`config.mk`:
```
export PLATFORM = sky130hd
export DESIGN_NAME = sscmd_top
export DESIGN_NICKNAME = d
export VERILOG_FILES = /design/src/common/sscmd_pkg.sv /design/src/verilog/sscmd_slots.sv /design/src/verilog/sscmd_top.sv
export SDC_FILE = /design/constraint.sdc
export NUM_CORES = 1
export LEC_CHECK = 0
export ABC_CLOCK_PERIOD_IN_PS = 14800
export BUFFER_PORTS_ARGS = -buffer_cell sky130_fd_sc_hd__buf_2
export CAP_MARGIN = 20
export CORE_MARGIN = 2
export CORE_UTILIZATION = 40
export DETAILED_ROUTE_END_ITERATION = 7
export SYNTH_ARGS = -nofsm -noshare
export SYNTH_HDL_FRONTEND = slang
export SYNTH_HIERARCHICAL = 1
export SYNTH_SLANG_ARGS = --single-unit
```
`constraint.sdc`:
```
create_clock -name SYS_CLK -period 14.8 [get_ports SYS_CLK]
set_clock_uncertainty 0.2 [all_clocks]
set_input_delay 0.74 -clock SYS_CLK [delete_from_list [all_inputs] [get_ports SYS_CLK]]
set_output_delay 0.74 -clock SYS_CLK [all_outputs]
set_load 0.1 [all_outputs]
```
`src/common/sscmd_pkg.sv`:
```
// Purpose: shared constants and types of the status and state command block
// Assumes: one 20 MHz clock, commands arrive pre-parsed as one-hot codes
// Notes:   firmware revision is coded as major*100+minor (1.13 -> 113)
package sscmd_pkg;
    // one-hot command codes
    typedef enum logic [9:0] {
        SSC_NONE  = 10'h000,
        SSC_OPT_Q = 10'h001,
        SSC_PSC   = 10'h002,
        SSC_PSC_Q = 10'h004,
        SSC_RCL   = 10'h008,
        SSC_SAV   = 10'h010,
        SSC_RST   = 10'h020,
        SSC_SRE   = 10'h040,
        SSC_SRE_Q = 10'h080,
        SSC_STB_Q = 10'h100,
        SSC_DCL   = 10'h200
    } sscmd_cmd_t;

    localparam int          SSC_SLOTS       = 8;
    localparam logic [7:0]  SSC_SLOT_MAX    = 8'h07;
    localparam int          SSC_OPT_N       = 13;
    // option entry positions, in report order
    localparam int          SSC_OPT_AIR_A   = 9;   // aircraft_test_option_a
    localparam int          SSC_OPT_LFLIM   = 10;  // low_freq_limit_option
    localparam int          SSC_OPT_SYSCFG  = 11;  // system_config_option
    localparam int          SSC_OPT_AIR_C   = 12;  // aircraft_test_option_c
    localparam int          SSC_OPT_AIR_B   = 13;  // aircraft_test_option_b (extra table)
    localparam logic [15:0] SSC_REV_AIR_A   = 16'h0071;  // 1.13
    localparam logic [15:0] SSC_REV_LFLIM   = 16'h0072;  // 1.14
    localparam logic [15:0] SSC_REV_LATE    = 16'h0190;  // 4.00
    // status byte bit positions
    localparam int          SSC_STB_OPER    = 7;
    localparam int          SSC_STB_MSS     = 6;
    localparam int          SSC_STB_ESB     = 5;
    localparam int          SSC_STB_MAV     = 4;
    localparam int          SSC_STB_QUES    = 3;
    localparam logic [7:0]  SSC_SRE_RESET   = 8'h00;
    localparam logic [7:0]  SSC_PSC_ON      = 8'h01;
    localparam logic [7:0]  SSC_PSC_OFF     = 8'h00;
    // reset defaults of the instrument state
    localparam logic [15:0] SSC_TRIP_DLY_MS = 16'h0064;  // 100 ms
    localparam logic [15:0] SSC_TRIG_FRQ_HZ = 16'h003C;  // 60 Hz

    typedef struct packed {
        logic        output_on;
        logic        continuous_initiate;
        logic        ttl_trigger_output;
        logic [15:0] overcurrent_trip_delay;
        logic [15:0] triggered_frequency;
        logic        fixed_modes;
        logic        slew_max;
        logic        trigger_source_select;  // 1 = immediate
        logic        trigger_sync_source;    // 1 = immediate
        logic        list_step_mode;         // 1 = auto
        logic        cal_on;
        logic [63:0] transient_list;
    } sscmd_state_t;

    localparam sscmd_state_t SSC_STATE_RST = '{
        output_on: 1'b0, continuous_initiate: 1'b0, ttl_trigger_output: 1'b0,
        overcurrent_trip_delay: SSC_TRIP_DLY_MS, triggered_frequency: SSC_TRIG_FRQ_HZ,
        fixed_modes: 1'b1, slew_max: 1'b1, trigger_source_select: 1'b1,
        trigger_sync_source: 1'b1, list_step_mode: 1'b1, cal_on: 1'b0,
        transient_list: 64'h0};

    // nonvolatile word for the two enable registers
    typedef struct packed {
        logic       psc;
        logic [7:0] sre;
        logic [7:0] ese;
    } sscmd_nv_t;

    // option report: present = entry shown, installed = keyword else 0
    typedef struct packed {
        logic [SSC_OPT_N:0] present;
        logic [SSC_OPT_N:0] installed;
    } sscmd_opt_t;
endpackage : sscmd_pkg

```
`src/verilog/sscmd_slots.sv`:
```
// Purpose: eight-slot store of saved instrument states
// Assumes: write and read are taken on the same clock as the caller
// Notes:   slot contents are not reset, only their valid flags are
`timescale 1ns/1ns
`default_nettype none
module sscmd_slots (
    input  wire logic                   clk,
    input  wire logic                   rst_n,
    input  wire logic                   wr_en,
    input  wire logic [2:0]             wr_slot,
    input  wire sscmd_pkg::sscmd_state_t wr_data,
    input  wire logic [2:0]             rd_slot,
    output sscmd_pkg::sscmd_state_t     rd_data,
    output logic                        rd_valid
);
    sscmd_pkg::sscmd_state_t mem [sscmd_pkg::SSC_SLOTS];
    logic [7:0] valid_q;
    logic [7:0] valid_d;

    // a slot becomes readable once it has been written
    always_comb begin
        valid_d = valid_q;
        if (wr_en) begin
            valid_d[wr_slot] = 1'b1;
        end
    end

    always_ff @(posedge clk or negedge rst_n) begin
        if (!rst_n) begin
            valid_q <= 8'h00;
        end else begin
            valid_q <= valid_d;
        end
    end

    // storage array, no reset so it maps onto memory
    always_ff @(posedge clk) begin
        if (wr_en) begin
            mem[wr_slot] <= wr_data;
        end
    end

    assign rd_data  = mem[rd_slot];
    assign rd_valid = valid_q[rd_slot];
endmodule : sscmd_slots
`default_nettype wire

```
`src/verilog/sscmd_top.sv`:
```
// Purpose: common status and state commands of a programmable AC/DC source
// Assumes: parser delivers one-hot commands with a numeric argument
// Notes:   enables persist through an external nonvolatile word while power-on clear is off
`timescale 1ns/1ns
`default_nettype none
module sscmd_top (
    input  wire logic                    SYS_CLK,
    input  wire logic                    NRST,
    input  wire sscmd_pkg::sscmd_cmd_t   CMD_CODE,
    input  wire logic [7:0]              CMD_ARG,
    input  wire logic                    SERIAL_POLL,
    input  wire logic [15:0]             FW_REV,
    input  wire logic [13:0]             OPT_FITTED,
    input  wire logic                    OPER_SUM,
    input  wire logic                    QUES_SUM,
    input  wire logic                    MSG_AVAIL,
    input  wire logic [7:0]              EVENT_REG,
    input  wire logic [7:0]              EVENT_MASK,
    input  wire sscmd_pkg::sscmd_nv_t    NV_IN,
    input  wire logic                    STATE_LOAD,
    input  wire sscmd_pkg::sscmd_state_t STATE_IN,
    output logic                         RSP_VALID,
    output logic [7:0]                   RSP_DATA,
    output sscmd_pkg::sscmd_opt_t        RSP_OPT,
    output logic                         RSP_ERR,
    output logic                         SRQ,
    output logic [7:0]                   POLL_BYTE,
    output logic                         CLR_STATUS,
    output logic                         TRIG_ABORT,
    output logic                         NV_WR,
    output sscmd_pkg::sscmd_nv_t         NV_OUT,
    output logic [7:0]                   ESE_INIT,
    output logic                         ESE_INIT_WR,
    output sscmd_pkg::sscmd_state_t      STATE_OUT
);
    sscmd_pkg::sscmd_state_t state_q, state_d, slot_rd;
    sscmd_pkg::sscmd_opt_t   opt_q, opt_d;
    logic [7:0] sre_q, sre_d, rsp_data_q, rsp_data_d, poll_q, poll_d;
    logic [7:0] nv_ese_q, nv_ese_d, stb;
    logic       psc_q, psc_d, boot_q, boot_d, rqs_q, rqs_d, mss_prev_q;
    logic       rsp_valid_q, rsp_valid_d, err_q, err_d;
    logic       clr_q, clr_d, abort_q, abort_d, nvwr_q, nvwr_d;
    logic       esewr_q, esewr_d, mss, slot_ok, slot_valid, sav_en;

    // slot range check shared by save and recall
    function automatic logic slot_in_range(input logic [7:0] arg);
        return arg <= sscmd_pkg::SSC_SLOT_MAX;
    endfunction : slot_in_range

    // late option gate: entry hidden when firmware is too old
    function automatic logic rev_ok(input logic [15:0] rev, input logic [15:0] min);
        return rev >= min;
    endfunction : rev_ok

    // live status byte; bit 6 holds the master summary
    always_comb begin
        stb = 8'h00;
        stb[sscmd_pkg::SSC_STB_OPER] = OPER_SUM;
        stb[sscmd_pkg::SSC_STB_ESB]  = |(EVENT_REG & EVENT_MASK);
        stb[sscmd_pkg::SSC_STB_MAV]  = MSG_AVAIL;
        stb[sscmd_pkg::SSC_STB_QUES] = QUES_SUM;
        // summaries follow their sources, so they drop only when those are read
        mss = |(stb & sre_q);
        stb[sscmd_pkg::SSC_STB_MSS] = mss;
    end

    assign slot_ok = slot_in_range(CMD_ARG);
    assign sav_en  = (CMD_CODE == sscmd_pkg::SSC_SAV) && slot_ok && !boot_q;

    sscmd_slots u_slots (
        .clk      (SYS_CLK),
        .rst_n    (NRST),
        .wr_en    (sav_en),
        .wr_slot  (CMD_ARG[2:0]),
        .wr_data  (state_q),
        .rd_slot  (CMD_ARG[2:0]),
        .rd_data  (slot_rd),
        .rd_valid (slot_valid)
    );

    // command decode; first cycle after power-on restores the enables, or clears them when power-on clear is set
    always_comb begin
        state_d     = state_q;
        sre_d       = sre_q;
        psc_d       = psc_q;
        nv_ese_d    = nv_ese_q;
        boot_d      = 1'b0;
        rsp_valid_d = 1'b0;
        rsp_data_d  = rsp_data_q;
        opt_d       = opt_q;
        err_d       = 1'b0;
        clr_d       = 1'b0;
        abort_d     = 1'b0;
        nvwr_d      = 1'b0;
        esewr_d     = 1'b0;
        if (boot_q) begin
            psc_d   = NV_IN.psc;
            esewr_d = 1'b1;
            if (NV_IN.psc) begin
                sre_d    = sscmd_pkg::SSC_SRE_RESET;
                nv_ese_d = sscmd_pkg::SSC_SRE_RESET;
            end else begin
                sre_d    = NV_IN.sre;
                nv_ese_d = NV_IN.ese;
            end
        end else begin
            if (STATE_LOAD) begin
                state_d = STATE_IN;
            end
            case (CMD_CODE)
                sscmd_pkg::SSC_NONE: begin
                end
                sscmd_pkg::SSC_OPT_Q: begin
                    // query only: no setting code exists for options
                    rsp_valid_d         = 1'b1;
                    opt_d.installed     = OPT_FITTED;
                    opt_d.present       = '1;
                    opt_d.present[sscmd_pkg::SSC_OPT_AIR_A] =
                        rev_ok(FW_REV, sscmd_pkg::SSC_REV_AIR_A);
                    opt_d.present[sscmd_pkg::SSC_OPT_LFLIM] =
                        rev_ok(FW_REV, sscmd_pkg::SSC_REV_LFLIM);
                    opt_d.present[sscmd_pkg::SSC_OPT_SYSCFG] =
                        rev_ok(FW_REV, sscmd_pkg::SSC_REV_LATE);
                    opt_d.present[sscmd_pkg::SSC_OPT_AIR_C] =
                        rev_ok(FW_REV, sscmd_pkg::SSC_REV_LATE);
                    opt_d.present[sscmd_pkg::SSC_OPT_AIR_B] =
                        rev_ok(FW_REV, sscmd_pkg::SSC_REV_LATE);
                end
                sscmd_pkg::SSC_PSC: begin
                    // parser maps OFF to 0 and ON to 1
                    if (CMD_ARG == sscmd_pkg::SSC_PSC_ON || CMD_ARG == sscmd_pkg::SSC_PSC_OFF) begin
                        psc_d  = CMD_ARG[0];
                        nvwr_d = 1'b1;
                    end else begin
                        err_d = 1'b1;
                    end
                end
                sscmd_pkg::SSC_PSC_Q: begin
                    rsp_valid_d = 1'b1;
                    rsp_data_d  = {7'h00, psc_q};
                end
                sscmd_pkg::SSC_RCL: begin
                    if (slot_ok && slot_valid) begin
                        state_d        = slot_rd;
                        state_d.cal_on = 1'b0;
                        abort_d        = 1'b1;
                    end else begin
                        err_d = 1'b1;
                    end
                end
                sscmd_pkg::SSC_SAV: begin
                    err_d = !slot_ok;
                end
                sscmd_pkg::SSC_RST, sscmd_pkg::SSC_DCL: begin
                    // enables are untouched so they survive a reset
                    state_d = sscmd_pkg::SSC_STATE_RST;
                    clr_d   = 1'b1;
                end
                sscmd_pkg::SSC_SRE: begin
                    sre_d  = CMD_ARG;
                    nvwr_d = 1'b1;
                end
                sscmd_pkg::SSC_SRE_Q: begin
                    rsp_valid_d = 1'b1;
                    rsp_data_d  = sre_q;
                end
                sscmd_pkg::SSC_STB_Q: begin
                    rsp_valid_d = 1'b1;
                    rsp_data_d  = stb;
                end
                default: begin
                    err_d = 1'b1;
                end
            endcase
        end
    end

    // request for service: set on a new reason, cleared by a serial poll
    always_comb begin
        rqs_d  = rqs_q;
        poll_d = poll_q;
        if (SERIAL_POLL) begin
            rqs_d  = 1'b0;
            poll_d = {stb[7], rqs_q, stb[5:0]};
        end
        // a rising summary in the poll cycle still sets, so no request is lost
        if (mss && !mss_prev_q) begin
            rqs_d = 1'b1;
        end
    end

    always_ff @(posedge SYS_CLK or negedge NRST) begin
        if (!NRST) begin
            state_q     <= sscmd_pkg::SSC_STATE_RST;
            sre_q       <= sscmd_pkg::SSC_SRE_RESET;
            psc_q       <= 1'b0;
            nv_ese_q    <= 8'h00;
            boot_q      <= 1'b1;
            rsp_valid_q <= 1'b0;
            rsp_data_q  <= 8'h00;
            opt_q       <= '0;
            err_q       <= 1'b0;
            clr_q       <= 1'b1;
            abort_q     <= 1'b0;
            nvwr_q      <= 1'b0;
            esewr_q     <= 1'b0;
            rqs_q       <= 1'b0;
            mss_prev_q  <= 1'b0;
            poll_q      <= 8'h00;
        end else begin
            state_q     <= state_d;
            sre_q       <= sre_d;
            psc_q       <= psc_d;
            nv_ese_q    <= nv_ese_d;
            boot_q      <= boot_d;
            rsp_valid_q <= rsp_valid_d;
            rsp_data_q  <= rsp_data_d;
            opt_q       <= opt_d;
            err_q       <= err_d;
            clr_q       <= clr_d;
            abort_q     <= abort_d;
            nvwr_q      <= nvwr_d;
            esewr_q     <= esewr_d;
            rqs_q       <= rqs_d;
            mss_prev_q  <= mss;
            poll_q      <= poll_d;
        end
    end

    assign RSP_VALID   = rsp_valid_q;
    assign RSP_DATA    = rsp_data_q;
    assign RSP_OPT     = opt_q;
    assign RSP_ERR     = err_q;
    assign SRQ         = rqs_q;
    assign POLL_BYTE   = poll_q;
    assign CLR_STATUS  = clr_q;
    assign TRIG_ABORT  = abort_q;
    assign NV_WR       = nvwr_q;
    assign NV_OUT      = '{psc: psc_q, sre: sre_q, ese: EVENT_MASK};
    assign ESE_INIT    = nv_ese_q;
    assign ESE_INIT_WR = esewr_q;
    assign STATE_OUT   = state_q;
endmodule : sscmd_top
`default_nettype wire
```
==> run summary <==
clock root buffer: sky130_fd_sc_hd__clkbuf_16
RSZ-0062 raised after global routing: false
Power per Cell Area: 143 nW/µm²
required arrival time at the worst endpoint: 15.18 ns
placer's final routability congestion estimate: 0.907
vias in the first global route: 21900
cell area after placement: 42700 µm²
number of rows created at floorplan: 115
routed via count: 20500
Hold Path Class: in2reg
first-iteration detailed-routing DRC count: 2223
maximum clock rate: 221 MHz
clock-pin transition on the worst setup and hold timing paths: 0.06 ns
count of final hold-check violations: 0
DIE AREA: 102000 µm²
detailed-route vias per instance: 5.47
relative area change from synthesis to final layout: 15.9%
vertical extent of the die: 319 µm
clock insertion delay at the later pin of the skew report: 0.66 ns
startpoint-to-endpoint class of the critical path: in2reg
maximum fanout encountered on the critical timing path: 60
cell leakage power: 16.1 nW
total negative slack: 0 ns
port buffer count: 370
cells on worst reg2reg path: 9
effective utilization at floorplan: 40.4%
arrival time of the worst setup path: 4.91 ns
count of hold-fix buffers inserted at cts: 1
routed length per instance: 25.7 µm
gate count after technology mapping: 1986
most frequent standard cell in the layout excluding fill and tap cells: sky130_fd_sc_hd__edfxtp_1
maximum buffer depth of the clock tree: 3
Core ar.: 98400 µm²
maximum ir drop on the vdd rail: 0.116 mV
met2 WL post-DR: 47300 µm
total power of the final layout: 0.00656 W
buffers inserted during post-CTS setup optimization: 0
total global routing overflow: 0
pin count of the biggest net entering global routing: 99
Slew Limit Fails: 0
finished layout cell area: 46000 µm²
status: complete, no violations
total of max-cap violations: 0
critical path startpoint category: primary input
layout cell share with drive strength beyond 1: 38.6%
global-route wire length before repair: 143000 µm
commonest cells after routing, fill and taps aside: 832 x sky130_fd_sc_hd__edfxtp_1, 366 x sky130_fd_sc_hd__buf_2, 210 x sky130_fd_sc_hd__mux4_2
nature of the critical path endpoint: flop
Top Layer Used: met5
clock tree from TritonCTS: built
number of warnings issued by yosys: 6
die width: 319 µm
final worst-path setup slack: 10.27 ns
GRT Total Usage: 18.8%
period utilisation layout: 30.6%
total clock sinks: 1002
Final Critical Period: 4.53 ns
Slew headroom: 27.3%
number of buffers created by CTS: 105
number of nets in the final layout: 2559
hold slack final: 0.0762 ns
mapped cell area: 39700 µm²
number of ports placed on the die boundary: 374
DRC violations left: 0
Post-Place Worst Slack: 9.52 ns
number of antenna violations at the first check in global routing: 4
remaining antenna violation count: 0
PostCTS Resize Cnt: 0
met1 wire length: 41500 µm
final count of negative-setup-slack endpoints: 0
Total Routed Length: 96200 µm
count of H-tree levels built during CTS: 3
detailed placer's ending HPWL: 53600 µm
WHS Path Cells: 3
routed wire length on met3: 5700 µm
post-synthesis area per instance: 20.0 µm²
transition at the pin with the smallest max-transition slack: 1.09 ns
Pre-antenna DRT Iters: 6
-- state kept, by name, summed over array words and instances, names as in the netlist, 5 cells and up --
signal and cells:
STATE_OUT 105, RSP_OPT 18, sre_q 8, ESE_INIT 8
POLL_BYTE 5, u_slots/valid_q 8, u_slots/mem 832, RSP_DATA 8
-- stage by stage --
stage               instances  util, %
floorplan                1989        -
global placement         3544     43.4
detailed placement       3545     43.4
CTS                      3745     46.8
global route             3747     46.8
finish                   3747     46.8
-- worst max-delay path: stages --
cell	delay, ns
sky130_fd_sc_hd__buf_8	0.48
sky130_fd_sc_hd__mux4_2	0.35
sky130_fd_sc_hd__mux2_2	0.18
sky130_fd_sc_hd__nor4b_1	0.33
sky130_fd_sc_hd__nand4_2	0.77
sky130_fd_sc_hd__nor2_4	0.31
sky130_fd_sc_hd__buf_4	0.58
sky130_fd_sc_hd__buf_4	0.75
sky130_fd_sc_hd__nand2_1	0.14
sky130_fd_sc_hd__o21ai_1	0.11
-- worst paths after layout --
path | start | end | slack [ns]
max in group asynchronous | NRST | STATE_OUT[102] | 11.70
max reg2reg | u_slots/valid_q[7] | STATE_OUT[16] | 10.66
min | NV_IN[15] | sre_q[7] | 0.08
min in group asynchronous | NRST | STATE_OUT[50] | 0.45
min reg2reg | mss_prev_q | SRQ | 0.23
max | CMD_ARG[0] | STATE_OUT[16] | 10.27
-- layer usage --
layer / up-vias / global-route usage (%)
li1: 8763 / -
met1: 11000 / 25.8
met2: 629 / 30.8
met3: 119 / 3.68
met4: 2 / 4.80
met5: - / 0
-- report_power, final --
group / internal [W] / total, W / switching, W
registers: 0.00318 / 0.00331 / 0.000129
logic: 0.000170 / 0.000735 / 0.000565
clock network: 0.00145 / 0.00251 / 0.00106
-- layout make-up --
cell class	count	area, µm²
fillers	8356	52400
flip-flops and latches	1002	29300
multi-input cells	838	9580
clock buffers	155	2990
repair buffers	408	2220
well taps	1287	1610
clock inverters	44	333
inverters	11	41.3
diodes	2	5.00
Note: power is estimated with default switching activity, not from simulation.
